## src/phymr_defines.svh

```systemverilog
// Purpose: Offsets, field positions, reset values for the PHY register view
// Assumes: 16-bit registers at even byte addresses on the host bus
// Notes:   Included by the register view only
//
// Summary of operation
// [RL1] Status reports fixed speed and duplex capabilities
// [RL2] Status shows negotiation done and link up
// [RL3] Status bit 3 always reads one
// [RL4] No extended registers; bits 10-7 read zero
// [RL5] Low identifier word is fixed, read-only
// [RL6] High identifier word is fixed, read-only
// [RL7] Writable pause advertisement, default one
// [RL8] Writable speed and duplex advertisement, default one
// [RL9] Next page reads zero in both words
// [RL10] Partner remote fault reads zero
// [RL11] Partner acknowledge reads zero
// [RL12] Partner pause is read-only status mirror
// [RL13] Partner abilities read-only, reset zero
// [RL14] Port-2 far-end loopback enable, default zero
// [RL15] Forced speed bit, one means 100
// [RL16] Negotiation enable bit, default one
// [RL17] Writing restart bit restarts, then self-clears
// [RL18] Duplex bit applies when negotiation off/failed
// [RL19] Read-only and reserved writes are ignored; advertisement reserved bit 9 is stored
`ifndef PHYMR_DEFINES_SVH
`define PHYMR_DEFINES_SVH

// Byte offsets of the registers
`define PHYMR_OFS_P1_STATUS   8'h4E
`define PHYMR_OFS_P1_ID_LOW   8'h50
`define PHYMR_OFS_P1_ID_HIGH  8'h52
`define PHYMR_OFS_P1_ADV      8'h54
`define PHYMR_OFS_P1_PARTNER  8'h56
`define PHYMR_OFS_P2_CONTROL  8'h58

// Basic status fields
`define PHYMR_STS_CAP_MSB     15
`define PHYMR_STS_CAP_LSB     11
`define PHYMR_STS_CAP_VAL     5'h0F
`define PHYMR_STS_AN_DONE     5
`define PHYMR_STS_AN_ABLE     3
`define PHYMR_STS_LINK        2

// Per-port status mirror fields
`define PHYMR_SR_AN_DONE      6
`define PHYMR_SR_LINK         5
`define PHYMR_SR_LP_PAUSE     4
`define PHYMR_SR_LP_MSB       3

// Advertisement and partner fields
`define PHYMR_ADV_PAUSE       10
`define PHYMR_ADV_RSV9        9
`define PHYMR_ADV_AB_MSB      8
`define PHYMR_ADV_AB_LSB      5
`define PHYMR_ADV_SEL_MSB     4
`define PHYMR_ADV_SEL_VAL     5'h01
`define PHYMR_ADV_PAUSE_RST   1'b1
`define PHYMR_ADV_AB_RST      4'hF
`define PHYMR_LP_RST          4'h0

// Port-2 control fields
`define PHYMR_CTL_LOOPBACK    14
`define PHYMR_CTL_FORCE100    13
`define PHYMR_CTL_AN_EN       12
`define PHYMR_CTL_RESTART     9
`define PHYMR_CTL_DUPLEX      8
`define PHYMR_CTL_LB_RST      1'b0
`define PHYMR_CTL_F100_RST    1'b1
`define PHYMR_CTL_AN_RST      1'b1
`define PHYMR_CTL_DUP_RST     1'b1

// Control mirror positions
`define PHYMR_CR4_LOOPBACK    8
`define PHYMR_CR4_AN_EN       7
`define PHYMR_CR4_FORCE100    6
`define PHYMR_CR4_DUPLEX      5
`define PHYMR_CR4_RESTART     13
`define PHYMR_CR4_PAUSE       4

`endif

```

## src/phymr_pkg.sv

```systemverilog
// Purpose: Types shared by the PHY register view
// Assumes: None
// Notes:   Constants live in phymr_defines.svh
package phymr_pkg;

    typedef logic [15:0] phymr_word_t;
    typedef logic [7:0]  phymr_addr_t;

    typedef enum logic [1:0] {
        RST_IDLE,
        RST_PEND,
        RST_PULSE
    } phymr_rst_e;

endpackage : phymr_pkg

```

## src/phymr_register_view.sv

```systemverilog
// Purpose: Port-1 status/ident/advertise/partner and port-2 control regs
// Assumes: 16-bit host bus, byte addresses, even address per register
// Notes:   Read data registered, valid one cycle after the read strobe
`timescale 1ns/1ps
`default_nettype none

`include "phymr_defines.svh"

module phymr_register_view
    import phymr_pkg::*;
#(
    // Identifier words; values are arbitrary
    parameter phymr_word_t ID_LOW  = 16'h5A01,
    parameter phymr_word_t ID_HIGH = 16'h00A5
)
(
    // Clock and reset
    input  wire logic        ref_clk,
    input  wire logic        sys_rst,
    // Host register bus
    input  wire phymr_addr_t host_addr,
    input  wire logic        host_wr,
    input  wire logic        host_rd,
    input  wire logic [1:0]  host_be,
    input  wire phymr_word_t host_wdata,
    output phymr_word_t      host_rdata,
    output logic             host_rvalid,
    // Port-1 PHY side
    input  wire phymr_word_t port1_status_mirror,
    output phymr_word_t      port1_control_mirror,
    output phymr_word_t      port1_adv_word,
    // Port-2 PHY side
    input  wire logic        port2_an_failed,
    output phymr_word_t      port2_control_mirror,
    output logic             port2_loopback,
    output logic             port2_an_enable,
    output logic             port2_an_restart,
    output logic             port2_speed_forced,
    output logic             port2_speed_100,
    output logic             port2_duplex_forced,
    output logic             port2_duplex_full
);

    // Address match on either byte of a 16-bit register, bit 0 ignored
    function automatic logic hit(input phymr_addr_t a, input phymr_addr_t o);
        hit = (a[7:1] == o[7:1]);
    endfunction : hit

    // Merge write data under byte enables
    function automatic phymr_word_t merge(input phymr_word_t old,
                                          input phymr_word_t wd,
                                          input logic [1:0]  be);
        merge = old;
        if (be[0])
            merge[7:0] = wd[7:0];
        if (be[1])
            merge[15:8] = wd[15:8];
    endfunction : merge

    // Sampled port-1 status
    logic       an_done_q;
    logic       an_done_d;
    logic       link_q;
    logic       link_d;
    logic       lp_pause_q;
    logic       lp_pause_d;
    logic [3:0] lp_ab_q;
    logic [3:0] lp_ab_d;

    // Advertisement state
    logic       adv_pause_q;
    logic       adv_pause_d;
    logic       adv_rsv9_q;
    logic       adv_rsv9_d;
    logic [3:0] adv_ab_q;
    logic [3:0] adv_ab_d;

    // Port-2 control state
    logic       lb_q;
    logic       lb_d;
    logic       f100_q;
    logic       f100_d;
    logic       an_en_q;
    logic       an_en_d;
    logic       dup_q;
    logic       dup_d;
    logic       rst_start;
    logic       rst_bit;
    logic       rst_pulse;

    // Read path
    phymr_word_t rdata_q;
    phymr_word_t rdata_d;
    logic        rvalid_q;
    logic        rvalid_d;

    // Register images
    phymr_word_t sts_word;
    phymr_word_t adv_word;
    phymr_word_t lp_word;
    phymr_word_t ctl_word;
    phymr_word_t wr_adv;
    phymr_word_t wr_ctl;

    // Status sampling
    // [RL2] Mirror negotiation and link
    always_comb
    begin
        an_done_d  = port1_status_mirror[`PHYMR_SR_AN_DONE];
        link_d     = port1_status_mirror[`PHYMR_SR_LINK];
        // [RL12] Partner pause mirror
        lp_pause_d = port1_status_mirror[`PHYMR_SR_LP_PAUSE];
        // [RL13] Partner ability mirror
        lp_ab_d    = port1_status_mirror[`PHYMR_SR_LP_MSB:0];
    end

    always_ff @(posedge ref_clk)
    begin
        if (sys_rst)
        begin
            an_done_q  <= 1'b0;
            link_q     <= 1'b0;
            lp_pause_q <= 1'b0;
            lp_ab_q    <= `PHYMR_LP_RST;
        end
        else
        begin
            an_done_q  <= an_done_d;
            link_q     <= link_d;
            lp_pause_q <= lp_pause_d;
            lp_ab_q    <= lp_ab_d;
        end
    end

    // Images of the readable registers
    always_comb
    begin
        sts_word = '0;
        // [RL1] Fixed capability flags
        sts_word[`PHYMR_STS_CAP_MSB:`PHYMR_STS_CAP_LSB] = `PHYMR_STS_CAP_VAL;
        sts_word[`PHYMR_STS_AN_DONE] = an_done_q;
        // [RL3] Always negotiation capable
        sts_word[`PHYMR_STS_AN_ABLE] = 1'b1;
        sts_word[`PHYMR_STS_LINK]    = link_q;
        // [RL4] Reserved and extended stay zero

        // [RL9] Next page left zero
        adv_word = '0;
        adv_word[`PHYMR_ADV_PAUSE] = adv_pause_q;
        adv_word[`PHYMR_ADV_RSV9]  = adv_rsv9_q;
        adv_word[`PHYMR_ADV_AB_MSB:`PHYMR_ADV_AB_LSB] = adv_ab_q;
        adv_word[`PHYMR_ADV_SEL_MSB:0] = `PHYMR_ADV_SEL_VAL;

        // [RL10] [RL11] Fault and acknowledge zero
        lp_word = '0;
        lp_word[`PHYMR_ADV_PAUSE] = lp_pause_q;
        lp_word[`PHYMR_ADV_AB_MSB:`PHYMR_ADV_AB_LSB] = lp_ab_q;
        lp_word[`PHYMR_ADV_SEL_MSB:0] = `PHYMR_ADV_SEL_VAL;

        ctl_word = '0;
        ctl_word[`PHYMR_CTL_LOOPBACK] = lb_q;
        ctl_word[`PHYMR_CTL_FORCE100] = f100_q;
        ctl_word[`PHYMR_CTL_AN_EN]    = an_en_q;
        ctl_word[`PHYMR_CTL_RESTART]  = rst_bit;
        ctl_word[`PHYMR_CTL_DUPLEX]   = dup_q;
    end

    // Write data merged onto current images
    assign wr_adv = merge(adv_word, host_wdata, host_be);
    assign wr_ctl = merge(ctl_word, host_wdata, host_be);

    // Advertisement register
    // [RL19] Only writable fields are taken
    always_comb
    begin
        adv_pause_d = adv_pause_q;
        adv_rsv9_d  = adv_rsv9_q;
        adv_ab_d    = adv_ab_q;
        if (host_wr && hit(host_addr, `PHYMR_OFS_P1_ADV))
        begin
            // [RL7] Pause advertisement write
            adv_pause_d = wr_adv[`PHYMR_ADV_PAUSE];
            adv_rsv9_d  = wr_adv[`PHYMR_ADV_RSV9];
            // [RL8] Ability advertisement write
            adv_ab_d    = wr_adv[`PHYMR_ADV_AB_MSB:`PHYMR_ADV_AB_LSB];
        end
    end

    always_ff @(posedge ref_clk)
    begin
        if (sys_rst)
        begin
            adv_pause_q <= `PHYMR_ADV_PAUSE_RST;
            adv_rsv9_q  <= 1'b0;
            adv_ab_q    <= `PHYMR_ADV_AB_RST;
        end
        else
        begin
            adv_pause_q <= adv_pause_d;
            adv_rsv9_q  <= adv_rsv9_d;
            adv_ab_q    <= adv_ab_d;
        end
    end

    // Port-2 control register
    always_comb
    begin
        lb_d      = lb_q;
        f100_d    = f100_q;
        an_en_d   = an_en_q;
        dup_d     = dup_q;
        rst_start = 1'b0;
        if (host_wr && hit(host_addr, `PHYMR_OFS_P2_CONTROL))
        begin
            // [RL14] Loopback enable write
            lb_d    = wr_ctl[`PHYMR_CTL_LOOPBACK];
            // [RL15] Forced speed write
            f100_d  = wr_ctl[`PHYMR_CTL_FORCE100];
            // [RL16] Negotiation enable write
            an_en_d = wr_ctl[`PHYMR_CTL_AN_EN];
            // [RL18] Forced duplex write
            dup_d   = wr_ctl[`PHYMR_CTL_DUPLEX];
            // [RL17] Restart on written one
            rst_start = host_be[1] && host_wdata[`PHYMR_CTL_RESTART];
        end
    end

    always_ff @(posedge ref_clk)
    begin
        if (sys_rst)
        begin
            lb_q    <= `PHYMR_CTL_LB_RST;
            f100_q  <= `PHYMR_CTL_F100_RST;
            an_en_q <= `PHYMR_CTL_AN_RST;
            dup_q   <= `PHYMR_CTL_DUP_RST;
        end
        else
        begin
            lb_q    <= lb_d;
            f100_q  <= f100_d;
            an_en_q <= an_en_d;
            dup_q   <= dup_d;
        end
    end

    phymr_restart_ctl u_restart (
        .ref_clk       (ref_clk),
        .sys_rst       (sys_rst),
        .start         (rst_start),
        .restart_bit   (rst_bit),
        .restart_pulse (rst_pulse)
    );

    // Read path, unmapped addresses return zero
    always_comb
    begin
        rdata_d  = rdata_q;
        rvalid_d = host_rd;
        if (host_rd)
        begin
            if (hit(host_addr, `PHYMR_OFS_P1_STATUS))
                rdata_d = sts_word;
            // [RL5] Fixed low identifier
            else if (hit(host_addr, `PHYMR_OFS_P1_ID_LOW))
                rdata_d = ID_LOW;
            // [RL6] Fixed high identifier
            else if (hit(host_addr, `PHYMR_OFS_P1_ID_HIGH))
                rdata_d = ID_HIGH;
            else if (hit(host_addr, `PHYMR_OFS_P1_ADV))
                rdata_d = adv_word;
            else if (hit(host_addr, `PHYMR_OFS_P1_PARTNER))
                rdata_d = lp_word;
            else if (hit(host_addr, `PHYMR_OFS_P2_CONTROL))
                rdata_d = ctl_word;
            else
                rdata_d = '0;
        end
    end

    always_ff @(posedge ref_clk)
    begin
        if (sys_rst)
        begin
            rdata_q  <= '0;
            rvalid_q <= 1'b0;
        end
        else
        begin
            rdata_q  <= rdata_d;
            rvalid_q <= rvalid_d;
        end
    end

    assign host_rdata  = rdata_q;
    assign host_rvalid = rvalid_q;

    // Mirrors toward the port logic
    always_comb
    begin
        port1_control_mirror = '0;
        port1_control_mirror[`PHYMR_CR4_PAUSE]  = adv_pause_q;
        port1_control_mirror[`PHYMR_ADV_AB_LSB-2:0] = adv_ab_q;
        port2_control_mirror = '0;
        port2_control_mirror[`PHYMR_CR4_LOOPBACK] = lb_q;
        port2_control_mirror[`PHYMR_CR4_AN_EN]    = an_en_q;
        port2_control_mirror[`PHYMR_CR4_FORCE100] = f100_q;
        port2_control_mirror[`PHYMR_CR4_DUPLEX]   = dup_q;
        port2_control_mirror[`PHYMR_CR4_RESTART]  = rst_bit;
    end

    // [RL7] [RL8] Advertised code word
    assign port1_adv_word = adv_word;

    // [RL14] Loopback toward port-2 media layer
    assign port2_loopback     = lb_q;
    // [RL16] Negotiation enable
    assign port2_an_enable    = an_en_q;
    assign port2_an_restart   = rst_pulse;
    // [RL15] Forced speed only without negotiation
    assign port2_speed_forced = !an_en_q;
    assign port2_speed_100    = f100_q;
    // [RL18] Forced duplex when off or failed
    assign port2_duplex_forced = !an_en_q || port2_an_failed;
    assign port2_duplex_full   = dup_q;

endmodule : phymr_register_view

`default_nettype wire

```

## src/phymr_restart_ctl.sv

```systemverilog
// Purpose: Self-clearing negotiation restart sequencer
// Assumes: start is a one-cycle write strobe of a one
// Notes:   Bit reads one for two cycles, pulse in the second
`timescale 1ns/1ps
`default_nettype none

module phymr_restart_ctl
    import phymr_pkg::*;
(
    // Clock and reset
    input  wire logic ref_clk,
    input  wire logic sys_rst,
    // Control
    input  wire logic start,
    output logic      restart_bit,
    output logic      restart_pulse
);

    phymr_rst_e state_q;
    phymr_rst_e state_d;

    // [RL17] Restart then self-clear
    always_comb
    begin
        state_d = state_q;
        case (state_q)
            RST_IDLE:
            begin
                if (start)
                    state_d = RST_PEND;
            end
            RST_PEND:
            begin
                state_d = RST_PULSE;
            end
            RST_PULSE:
            begin
                state_d = start ? RST_PEND : RST_IDLE;
            end
            default:
            begin
                state_d = RST_IDLE;
            end
        endcase
    end

    always_ff @(posedge ref_clk)
    begin
        if (sys_rst)
            state_q <= RST_IDLE;
        else
            state_q <= state_d;
    end

    assign restart_bit   = (state_q != RST_IDLE);
    assign restart_pulse = (state_q == RST_PULSE);

endmodule : phymr_restart_ctl

`default_nettype wire

```

## config.mk

```make
export PLATFORM = sky130hd
export DESIGN_NAME = phymr_register_view
export DESIGN_NICKNAME = d
export VERILOG_FILES = /design/src/phymr_pkg.sv /design/src/phymr_register_view.sv /design/src/phymr_restart_ctl.sv
export VERILOG_INCLUDE_DIRS = /design/src
export SDC_FILE = /design/constraint.sdc
export NUM_CORES = 1
export LEC_CHECK = 0
export BUFFER_PORTS_ARGS = -buffer_cell sky130_fd_sc_hd__buf_2
export CAP_MARGIN = 40
export CORE_UTILIZATION = 42
export DETAILED_ROUTE_END_ITERATION = 8
export GPL_TIMING_DRIVEN = 1
export PLACE_DENSITY = 0.81
export SETUP_SLACK_MARGIN = 0.5
export SLEW_MARGIN = 40
export SYNTH_ARGS = -nofsm -noshare
export SYNTH_HDL_FRONTEND = slang
export SYNTH_SLANG_ARGS = --single-unit
```

## constraint.sdc

```tcl
create_clock -name ref_clk -period 3.9 [get_ports ref_clk]
set_clock_uncertainty 0.05 [all_clocks]
set_input_delay 0.39 -clock ref_clk [delete_from_list [all_inputs] [get_ports ref_clk]]
set_output_delay 0.39 -clock ref_clk [all_outputs]
set_load 0.02 [all_outputs]
```

=== After elaboration in Yosys (flattened, before gate mapping) ===
Index checks and enable logic that the tools add are counted.

* Bits in registers: 36
* Output and inout bits: 72
* Word-level logic and storage cells: 44

* Eq/ne operators: 9
* Muxes and demuxes: 10
* Reduce and logical (&&, ||, !) cells: 10

{| class="wikitable"
|+ Operators by type and width
! kind !! number
|-
| 2-to-1 mux 15 bit || 6
|-
| == test 7 x 6 -> 1 bit (second input constant) || 6
|-
| case mux 2 bit (3 select lines) || 1
|-
| AND reduction 2 bit || 3
|-
| logical AND 1 bit || 3
|-
| == test 2 x 1 -> 1 bit (second input constant) || 1
|-
| == test 2 bit (second input constant) || 1
|-
| logical NOT 2 bit || 1
|-
| 2-to-1 mux 1 bit || 2
|-
| 2-to-1 mux 2 bit || 1
|-
| inequality test 2 x 1 -> 1 bit (second input constant) || 1
|-
| nonzero test 2 bit || 1
|-
| logical NOT 1 bit || 1
|-
| logical OR 1 bit || 1
|}

=== Logic depth before layout (Yosys ltp) ===
Gate-level depths: netlist (run 1).

* Depth after elaboration: 7
* Mapped depth: 5
* Mapped depth without buffers: 4

=== Cells and area by module ===
Synthesis (run 1) repeated with hierarchy kept, for this count alone.

* Cells, all modules: 204
* Area total of the unflattened synthesis: 1717.9 µm²

{| class="wikitable"
|+ Modules (own cells, without submodules)
! module !! instances !! cells each !! area an instance (µm²) !! seq. area each (µm²)
|-
| phymr_register_view || 1 || 198 || 1642.8 || 620.6
|-
| phymr_restart_ctl || 1 || 6 || 75.1 || 40.0
|}

=== Worst setup path before layout (run 1) ===
OpenSTA, ideal clock, no wires.

* Path kind: input to register
* From: input host_addr[5]
* To: register dup_q (netlist: port2_duplex_full)
* Library setup time: 0.120 ns
* Arrival: 1.652 ns
* Data required time: 3.730 ns
* Slack: 2.078 ns
* Cell stages on the path: 5
* Path buffers: 1
* Cells stage by stage: or3b_1 > buf_6 > nor4_4 > nor2b_1 > a211o_1

* Longest elaborated chain between the ends: 3

{| class="wikitable"
|+ RTL lines
! what !! RTL line !! text
|-
| from (decl) || phymr_register_view.sv:21 || <nowiki>input wire phymr_addr_t host_addr,</nowiki>
|-
| == test 7 x 6 -> 1 bit || phymr_register_view.sv:46 || <nowiki>hit = (a[7:1] == o[7:1]);</nowiki>
|-
| logical AND 1 bit || phymr_register_view.sv:213 || <nowiki>if (host_wr && hit(host_addr, `PHYMR_OFS_P2_CONTROL))</nowiki>
|-
| AND reduction 2 bit (no line) || -- ||
|-
| to (signal assigned) || phymr_register_view.sv:235 || <nowiki>dup_q <= `PHYMR_CTL_DUP_RST;</nowiki>
|-
| to (signal assigned) || phymr_register_view.sv:242 || <nowiki>dup_q <= dup_d;</nowiki>
|-
| to (decl) || phymr_register_view.sv:85 || <nowiki>logic dup_q;</nowiki>
|}

Every way passes these cells.
A chain may end at the register's enable or synchronous reset.

=== Final worst setup path (run 1) ===
* From: input host_addr[5]
* To: register rdata_q[5] (netlist: host_rdata[5])

* Longest elaborated chain between the ends: 6
* Elaborated cells between the ends (all ways): 10

{| class="wikitable"
|+ RTL lines
! what !! RTL line !! text
|-
| == test 7 x 6 -> 1 bit || phymr_register_view.sv:46 ||
|-
| 2-to-1 mux 15 bit || phymr_register_view.sv:271 || <nowiki>else if (hit(host_addr, `PHYMR_OFS_P1_PARTNER))</nowiki>
|-
| 2-to-1 mux 15 bit || phymr_register_view.sv:269 || <nowiki>else if (hit(host_addr, `PHYMR_OFS_P1_ADV))</nowiki>
|-
| 2-to-1 mux 15 bit || phymr_register_view.sv:267 || <nowiki>else if (hit(host_addr, `PHYMR_OFS_P1_ID_HIGH))</nowiki>
|-
| 2-to-1 mux 15 bit || phymr_register_view.sv:264 || <nowiki>else if (hit(host_addr, `PHYMR_OFS_P1_ID_LOW))</nowiki>
|-
| 2-to-1 mux 15 bit (*) || phymr_register_view.sv:261 || <nowiki>if (hit(host_addr, `PHYMR_OFS_P1_STATUS))</nowiki>
|-
| to (signal assigned) || phymr_register_view.sv:289 || <nowiki>rdata_q <= rdata_d;</nowiki>
|-
| to (decl) || phymr_register_view.sv:92 || <nowiki>phymr_word_t rdata_q;</nowiki>
|}

Every way passes the cells marked *; elsewhere a longest branch is shown, timed or not.

==> impl_results.html, run 1 <==
<table>
<tr><th>Metric</th><th>Value</th></tr>
<tr><th colspan="2">Status</th></tr>
<tr><td>Run status</td><td>complete, no violations</td></tr>
<tr><th colspan="2">Setup path</th></tr>
<tr><td>Critical R2R Launch</td><td>u_restart.state_q[0]</td></tr>
<tr><td>Worst-case register-to-register setup slack</td><td>between 2 and 3 ns</td></tr>
<tr><td>Critical path data arrival time</td><td>2.06 ns</td></tr>
<tr><td>Kind of end point of the critical path</td><td>flop</td></tr>
<tr><td>Peak fanout along the critical path</td><td>8</td></tr>
<tr><td>Path type of the worst setup path</td><td>input pin to flop</td></tr>
<tr><td>Critical register-to-register path endpoint</td><td>host_rdata[9]</td></tr>
<tr><td>Data required, critical path</td><td>4.03 ns</td></tr>
<tr><td>Startpoint type of the worst setup path</td><td>input pin</td></tr>
<tr><td>Worst r2r path cells</td><td>3</td></tr>
<tr><th colspan="2">Route</th></tr>
<tr><td>Count of routing violations after the opening detailed-route iteration</td><td>73</td></tr>
<tr><td>Count of nets left with antenna violations after detail routing</td><td>0</td></tr>
<tr><td>First-pass iteration count of the detailed router</td><td>4</td></tr>
<tr><td>Number of vias after detailed routing</td><td>1366</td></tr>
<tr><td>Average wire per cell in the routed design</td><td>around 11 um</td></tr>
<tr><td>Routed wire length</td><td>3410 um</td></tr>
<tr><td>Detailed-route vias per instance</td><td>4.55</td></tr>
<tr><td>Remaining DRCs</td><td>0</td></tr>
<tr><th colspan="2">Die</th></tr>
<tr><td>Core Region</td><td>roughly 4000 um2</td></tr>
<tr><td>Die area</td><td>4410 um2</td></tr>
<tr><td>Standard-cell row count</td><td>23</td></tr>
<tr><td>Floorplan die width</td><td>66.4 um</td></tr>
<tr><td>Die Height</td><td>66.4 um</td></tr>
<tr><td>Num ports</td><td>119</td></tr>
<tr><td>Effective utilization at floorplan</td><td>0.435</td></tr>
<tr><th colspan="2">STA</th></tr>
<tr><td>Final total negative setup slack</td><td>0 ns</td></tr>
<tr><td>Setup repair after global routing missed its margin</td><td>no</td></tr>
<tr><td>Worst-Margin Slew</td><td>0.601 ns</td></tr>
<tr><td>Hold slack final</td><td>0.269 ns</td></tr>
<tr><td>Max Clk Rate</td><td>about 520 MHz</td></tr>
<tr><td>Final worst path period share</td><td>0.495</td></tr>
<tr><td>Crit path setup slack, layout</td><td>1.97 ns</td></tr>
<tr><td>Shortest clock period the worst path allows after layout</td><td>1.93 ns</td></tr>
<tr><td>Total setup violations reported at the end of the flow</td><td>0</td></tr>
<tr><td>Max Transition Viols Final</td><td>0</td></tr>
<tr><td>Final-report hold violation count</td><td>0</td></tr>
<tr><td>Slew Limit Headroom</td><td>0.599</td></tr>
<tr><th colspan="2">Logic synthesis</th></tr>
<tr><td>Synth top area share</td><td>0.379</td></tr>
<tr><td>Share of async-settable or async-resettable flops after synthesis</td><td>0</td></tr>
<tr><td>Yosys synthesis warning count</td><td>0</td></tr>
<tr><td>Number of enable flip-flop cells after synthesis</td><td>0</td></tr>
<tr><td>Avg Synthesized Cell Area</td><td>8.71 um2</td></tr>
<tr><td>Distinct cell type count after synthesis</td><td>33</td></tr>
<tr><td>Mapped Cells</td><td>200</td></tr>
<tr><td>#FFs+latches synth</td><td>33</td></tr>
<tr><td>Most common flop cell mapped by yosys</td><td>sky130_fd_sc_hd__dfxtp_1</td></tr>
<tr><td>Top post-synthesis cells by area</td><td>sky130_fd_sc_hd__dfxtp_1, sky130_fd_sc_hd__buf_4, sky130_fd_sc_hd__nor2_1, sky130_fd_sc_hd__nor2b_1, sky130_fd_sc_hd__mux2i_1</td></tr>
<tr><td>Register area share after synthesis</td><td>0.379</td></tr>
<tr><td>Largest area contributor in the synthesized netlist</td><td>sky130_fd_sc_hd__dfxtp_1</td></tr>
<tr><td>Combined area of all synthesized cells</td><td>roughly 1700 um2</td></tr>
<tr><th colspan="2">Clock network</th></tr>
<tr><td>Clk_lat worst skew</td><td>0.28 ns</td></tr>
<tr><td>Clock tree from TritonCTS</td><td>done</td></tr>
<tr><td>Clk root buf</td><td>sky130_fd_sc_hd__clkbuf_8</td></tr>
<tr><td>Maximum buffer depth of the clock tree</td><td>2</td></tr>
<tr><td># clock sinks</td><td>33</td></tr>
<tr><td>CTS hold repair buffers</td><td>0</td></tr>
<tr><td>Resized cells post-CTS</td><td>0</td></tr>
<tr><td>Postcts setup bufs</td><td>0</td></tr>
<tr><td>Clock-pin slew on the worst setup and hold paths</td><td>0.06 ns</td></tr>
<tr><td>Number of CTS-inserted buffers</td><td>5</td></tr>
<tr><td>Total number of H-tree levels</td><td>2</td></tr>
<tr><th colspan="2">Layout</th></tr>
<tr><td>Layout Area Growth over Synthesis</td><td>11.9%</td></tr>
<tr><td>Antenna Diode Count</td><td>0</td></tr>
<tr><td>Nets</td><td>297</td></tr>
<tr><td>Commonest non-fill, non-tap cell in the layout</td><td>sky130_fd_sc_hd__buf_2</td></tr>
<tr><td>Layout cell share with drive strength beyond 1</td><td>0.312</td></tr>
<tr><td>Commonest cells after routing, fill and taps aside</td><td>sky130_fd_sc_hd__buf_2, sky130_fd_sc_hd__conb_1, sky130_fd_sc_hd__dfxtp_1, sky130_fd_sc_hd__nor2_1</td></tr>
<tr><th colspan="2">Global routing</th></tr>
<tr><td>First-pass GRT wire length</td><td>approximately 5200 um</td></tr>
<tr><td>Via count of the first global-routing pass</td><td>1130</td></tr>
<tr><td>Remaining global-route overflow</td><td>0</td></tr>
<tr><td>Overall fraction of global-route tracks in use</td><td>0.162</td></tr>
<tr><td>Number of antenna violations at the first check in global routing</td><td>0</td></tr>
<tr><td>Maximum number of pins on one net before global-route repair</td><td>35</td></tr>
<tr><th colspan="2">Hold path</th></tr>
<tr><td>Instance count along the most critical hold path</td><td>2</td></tr>
<tr><td>Worst min-delay path category</td><td>input pin to flop</td></tr>
<tr><td>Critical hold path startpoint</td><td>port1_status_mirror[0]</td></tr>
<tr><td>Hold Path End</td><td>lp_ab_q[0]</td></tr>
<tr><th colspan="2">Placement</th></tr>
<tr><td>Detailed Place HPWL</td><td>2570 um</td></tr>
<tr><td>Count of port buffers added during placement</td><td>66</td></tr>
<tr><td>Placer's final routability congestion estimate</td><td>0.696</td></tr>
<tr><td>Worst slack at placement</td><td>1.68 ns</td></tr>
<tr><th colspan="2">Pwr</th></tr>
<tr><td>Leakage power summed over all cells</td><td>0.915 nW</td></tr>
<tr><td>Final Power</td><td>around 0.00069 W</td></tr>
<tr><td>Total power density per cell area</td><td>about 350 nW/um2</td></tr>
<tr><td>Worst supply voltage drop on vdd</td><td>between 0.0001 and 0.00015 V</td></tr>
<tr><th colspan="2">Run</th></tr>
<tr><td># Max-Cap Violations</td><td>0</td></tr>
</table>
-- stage by stage --
stage                util  instances  cell area, um2
CTS                 0.487        300            1950
global route        0.487        300            1950
detailed placement  0.466        293            1860
global placement    0.466        293            1860
finish              0.487        300            1950
floorplan               -        233            1870
-- Yosys cell counts, types with 4 or more instances --
| library cell | instances |
|---|---|
| sky130_fd_sc_hd__clkbuf_1 | 7 |
| sky130_fd_sc_hd__nor2_1 | 21 |
| sky130_fd_sc_hd__nor3_1 | 6 |
| sky130_fd_sc_hd__inv_1 | 4 |
| sky130_fd_sc_hd__nand2b_1 | 5 |
| sky130_fd_sc_hd__mux2i_1 | 7 |
| sky130_fd_sc_hd__a211oi_1 | 4 |
| sky130_fd_sc_hd__a21oi_1 | 12 |
| sky130_fd_sc_hd__nor2b_1 | 12 |
| sky130_fd_sc_hd__dfxtp_1 | 33 |
| sky130_fd_sc_hd__nand2_1 | 11 |
| sky130_fd_sc_hd__buf_4 | 47 |
-- registers in the layout, indices dropped and copies added (netlist names) --
name	flops
adv_ab_q	4
adv_pause_q	1
adv_rsv9_q	1
an_done_q	1
host_rdata	13
host_rvalid	1
link_q	1
lp_ab_q	4
lp_pause_q	1
port2_an_enable	1
port2_duplex_full	1
port2_loopback	1
port2_speed_100	1
u_restart.state_q	2
-- how the worst max path moves through the flow --
stage	start	endpoint	slack (ns)
2_1_floorplan	host_addr[5]	port2_duplex_full	2.08
3_3_place_gp	host_addr[5]	port2_duplex_full	1.70
3_5_place_dp	host_addr[5]	host_rdata[5]	1.68
4_1_cts	host_addr[5]	host_rdata[5]	1.97
5_1_grt	host_addr[5]	host_rdata[5]	1.92
6_report	host_addr[5]	host_rdata[5]	1.97
-- layout make-up --
cell class	count	area (um2)
well taps	50	62.6
multi-input cells	140	795
flip-flops and latches	33	661
fillers	408	2050
repair buffers	66	330
inverters	4	15.0
clock buffers	7	86.3
-- routing by layer --
layer / GRT usage / wire (um) / vias to the layer above
li1: - / - / 688
met4: 0.0638 / 48 / 0
met5: 0 / 0 / -
met2: 0.256 / 1660 / 54
met3: 0.0534 / 215 / 5
met1: 0.201 / 1490 / 619
-- power by group --
part	total (W)	internal (W)	leakage [nW]	switching [W]
Clock	0.000250	0.000140	0.0443	0.000110
Combinational	0.0000925	0.0000253	0.601	0.0000672
Sequential	0.000347	0.000345	0.269	0.00000255
-- critical path, stage by stage --
cell,delay (ns)
sky130_fd_sc_hd__buf_2,0.09
sky130_fd_sc_hd__or3b_1,0.56
sky130_fd_sc_hd__nor2_1,0.52
sky130_fd_sc_hd__o211ai_1,0.19
sky130_fd_sc_hd__a311oi_1,0.31
-- logic make-up (layout without fill, tap and decap cells) --
kind of cell | after synthesis | after routing | synth area share
other | 2 | 35 | 0.00431
AOI/OAI and AO/OA | 32 | 32 | 0.122
muxes | 7 | 7 | 0.0402
DFF | 33 | 33 | 0.379
buffers and inverters | 60 | 77 | 0.236
and+or+nand+nor | 66 | 66 | 0.218
(Power assumes the default switching activity.)
==> inputs of run 2 (changes only) <==
Settings changed: CORE_UTILIZATION 42 to 41, PLACE_DENSITY 0.81 to 0.79.
Clock period 3.9 ns to 1.95 ns, I/O delays scaled along.
==> run 2 against run 1 <==
  * Design area up 2.4%
  * Hold slack worse by 0.20 ns
  * Critical path depth down 3
  * Largest power group unchanged
==> impl_results.html, run 2 (synthesis gave the netlist of run 1 again) <==
<table>
<tr><th>Metric</th><th>Value</th></tr>
<tr><th colspan="2">Layout</th></tr>
<tr><td>Storage cell area</td><td>~660 um2</td></tr>
<tr><td>Commonest cells after routing, fill and taps aside</td><td>sky130_fd_sc_hd__buf_2, sky130_fd_sc_hd__conb_1, sky130_fd_sc_hd__dfxtp_1, sky130_fd_sc_hd__nor2_1</td></tr>
<tr><td>Multi-input gate area</td><td>797 um2</td></tr>
<tr><td>Nets</td><td>between 300 and 400</td></tr>
<tr><td>Layout Area Growth over Synthesis</td><td>14.7%</td></tr>
<tr><td>Final Instance Count excl. Fillers</td><td>307</td></tr>
<tr><td>Total of fill cells in the finished design</td><td>416</td></tr>
<tr><td>Max reg flops</td><td>13</td></tr>
<tr><td>Layout cell share with drive strength beyond 1</td><td>0.339</td></tr>
<tr><td>Commonest non-fill, non-tap cell in the layout</td><td>sky130_fd_sc_hd__buf_2</td></tr>
<tr><td>Final standard cell utilization of the core</td><td>0.496</td></tr>
<tr><td>Antenna Diode Count</td><td>0</td></tr>
<tr><th colspan="2">Global routing</th></tr>
<tr><td>Met1 track demand over resource</td><td>0.191</td></tr>
<tr><td>GR Util met2</td><td>0.239</td></tr>
<tr><td>Remaining global-route overflow</td><td>0</td></tr>
<tr><td>Overall fraction of global-route tracks in use</td><td>0.155</td></tr>
<tr><td>Number of antenna violations at the first check in global routing</td><td>0</td></tr>
<tr><td>Via count of the first global-routing pass</td><td>1113</td></tr>
<tr><td>Most heavily used metal layer in global routing</td><td>met2</td></tr>
<tr><td>First-pass GRT wire length</td><td>5020 um</td></tr>
<tr><td>Maximum number of pins on one net before global-route repair</td><td>19</td></tr>
<tr><td>Met3 Usage GRT</td><td>0.0490</td></tr>
<tr><th colspan="2">Clock network</th></tr>
<tr><td># clock sinks</td><td>33</td></tr>
<tr><td>Maximum buffer depth of the clock tree</td><td>2</td></tr>
<tr><td>Clk_lat worst skew</td><td>0.28 ns</td></tr>
<tr><td>Total number of H-tree levels</td><td>2</td></tr>
<tr><td>Postcts setup bufs</td><td>0</td></tr>
<tr><td>Clock-pin slew on the worst setup and hold paths</td><td>0.07 ns</td></tr>
<tr><td>Clock tree from TritonCTS</td><td>done</td></tr>
<tr><td>Number of CTS-inserted buffers</td><td>5</td></tr>
<tr><td>Clk root buf</td><td>sky130_fd_sc_hd__clkbuf_8</td></tr>
<tr><th colspan="2">Setup path</th></tr>
<tr><td>Critical register-to-register path endpoint</td><td>host_rdata[9]</td></tr>
<tr><td>Peak fanout along the critical path</td><td>4</td></tr>
<tr><td>Cell Chain, Critical Path</td><td>or2_2 &gt; buf_2</td></tr>
<tr><td>Startpoint type of the worst setup path</td><td>flop</td></tr>
<tr><td>Critical path data arrival time</td><td>roughly 1.1 ns</td></tr>
<tr><td>Worst-case register-to-register setup slack</td><td>0.71 ns</td></tr>
<tr><td>Critical-path top delay cell</td><td>sky130_fd_sc_hd__dfxtp_1</td></tr>
<tr><td>Critical R2R Launch</td><td>u_restart.state_q[0]</td></tr>
<tr><td>Critical path origin</td><td>u_restart.state_q[0]</td></tr>
<tr><td>Kind of end point of the critical path</td><td>output port</td></tr>
<tr><td>Setup crit end</td><td>port2_control_mirror[13]</td></tr>
<tr><td>Path type of the worst setup path</td><td>flop to output port</td></tr>
<tr><td>Worst r2r path cells</td><td>3</td></tr>
<tr><td>Largest stage delay, worst path</td><td>about 0.33 ns</td></tr>
<tr><td>Data required, critical path</td><td>between 1.5 and 2 ns</td></tr>
<tr><th colspan="2">STA</th></tr>
<tr><td>Setup repair after global routing missed its margin</td><td>no</td></tr>
<tr><td>Final total negative setup slack</td><td>0 ns</td></tr>
<tr><td>Total setup violations reported at the end of the flow</td><td>0</td></tr>
<tr><td>Max Clk Rate</td><td>748 MHz</td></tr>
<tr><td>Shortest clock period the worst path allows after layout</td><td>1.34 ns</td></tr>
<tr><td>Max Transition Viols Final</td><td>0</td></tr>
<tr><td>Final-report hold violation count</td><td>0</td></tr>
<tr><td>Crit path setup slack, layout</td><td>between 0.6 and 0.7 ns</td></tr>
<tr><td>Final worst path period share</td><td>0.686</td></tr>
<tr><th colspan="2">Route</th></tr>
<tr><td>Detailed-route vias per instance</td><td>~4.5</td></tr>
<tr><td>Count of routing violations after the opening detailed-route iteration</td><td>39</td></tr>
<tr><td>First-pass iteration count of the detailed router</td><td>4</td></tr>
<tr><td>Routed wire length</td><td>3250 um</td></tr>
<tr><td>Remaining DRCs</td><td>0</td></tr>
<tr><td>Average wire per cell in the routed design</td><td>10.6 um</td></tr>
<tr><td>Count of nets left with antenna violations after detail routing</td><td>0</td></tr>
<tr><td>Number of vias after detailed routing</td><td>1374</td></tr>
<tr><th colspan="2">Die</th></tr>
<tr><td>Floorplan die width</td><td>67.2 um</td></tr>
<tr><td>Num ports</td><td>119</td></tr>
<tr><td>Die Height</td><td>between 60 and 70 um</td></tr>
<tr><td>Standard-cell row count</td><td>23</td></tr>
<tr><td>Die area</td><td>approximately 4500 um2</td></tr>
<tr><td>Core Region</td><td>between 4000 and 5000 um2</td></tr>
<tr><td>Effective utilization at floorplan</td><td>0.432</td></tr>
<tr><th colspan="2">Run</th></tr>
<tr><td># Max-Cap Violations</td><td>0</td></tr>
<tr><th colspan="2">Placement</th></tr>
<tr><td>Cell count after placement</td><td>about 300</td></tr>
<tr><td>Placer's final routability congestion estimate</td><td>0.816</td></tr>
<tr><td>Count of port buffers added during placement</td><td>66</td></tr>
<tr><td>Worst slack at placement</td><td>0.193 ns</td></tr>
<tr><td>Detailed Place HPWL</td><td>2490 um</td></tr>
<tr><th colspan="2">Pwr</th></tr>
<tr><td>Total power density per cell area</td><td>688 nW/um2</td></tr>
<tr><td>Leakage power summed over all cells</td><td>0.948 nW</td></tr>
<tr><td>Worst supply voltage drop on vdd</td><td>0.000462 V</td></tr>
<tr><th colspan="2">Hold path</th></tr>
<tr><td>Worst min-delay path category</td><td>input pin to flop</td></tr>
<tr><th colspan="2">Status</th></tr>
<tr><td>Run status</td><td>complete, no violations</td></tr>
</table>
## run 2: cell types whose count changed in the layout (fill, tap and decap cells not counted)
| cell | before | now |
|---|---|---|
| sky130_fd_sc_hd__or3b_4 | 0 | 1 |
| sky130_fd_sc_hd__clkbuf_8 | 6 | 5 |
| sky130_fd_sc_hd__or3b_1 | 1 | 0 |
| sky130_fd_sc_hd__clkbuf_1 | 1 | 0 |
| sky130_fd_sc_hd__clkinv_2 | 0 | 2 |
| sky130_fd_sc_hd__buf_4 | 0 | 6 |
| sky130_fd_sc_hd__clkinvlp_4 | 0 | 1 |
## run 2: where the power goes
group	total (W)	internal [W]	leakage, nW	switching [W]
Clock	0.000492	0.000246	0.0439	0.000247
Combinational	0.000187	0.0000535	0.635	0.000133
Sequential	0.000694	0.000689	0.269	0.00000494
## run 2: how the worst min path moves through the flow
stage,from,endpoint,slack [ns],cells past startpoint
after floorplan,host_wdata[8],port2_duplex_full,0.26,1
after global placement,port1_status_mirror[4],lp_pause_q,0.35,2
after detailed placement,port1_status_mirror[3],lp_ab_q[3],0.36,2
after CTS,port1_status_mirror[3],lp_ab_q[3],0.06,2
after global routing,port1_status_mirror[3],lp_ab_q[3],0.08,2
final,port1_status_mirror[3],lp_ab_q[3],0.07,2
## run 2: layout make-up
class / count / share of cell area
Timing Repair Buffer: 72 / 0.188
Clock buffer: 5 / 0.0345
Clock inverter: 3 / 0.00877
Inverter: 4 / 0.00752
Tap cell: 50 / 0.0313
Sequential cell: 33 / 0.331
Multi-Input combinational cell: 140 / 0.399
## run 2: repair_timing
| action | CTS | global route |
|---|---|---|
| hold buffers | 0 | 0 |
| gates resized for setup | 1 | 0 |
| setup endpoints to repair | 2 | 0 |
## run 2: critical path, delay by kind of cell (launching register included)
family,cells,cell delay (ns)
AND/OR/NAND/NOR,1,0.32
flip-flops,1,0.33
buffers and inverters,1,0.17
## run 2: through the flow
stage | hold slack [ns] | power (W) | cell area (um2)
after CTS | 0.0613 | 0.00139 | 2000
after global placement | 0.354 | 0.000892 | 1910
after detailed placement | 0.359 | 0.000895 | 1910
after global routing | 0.0804 | 0.00145 | 2000
after floorplan | 0.263 | 0.000901 | 1870
final | 0.0711 | 0.00137 | 2000
## run 2: metal layers
metal | routed length (um) | up-vias
li1 | - | 699
met1 | 1490 | 613
met2 | 1500 | 57
met3 | 213 | 5
met4 | 45 | 0
met5 | 0 | -
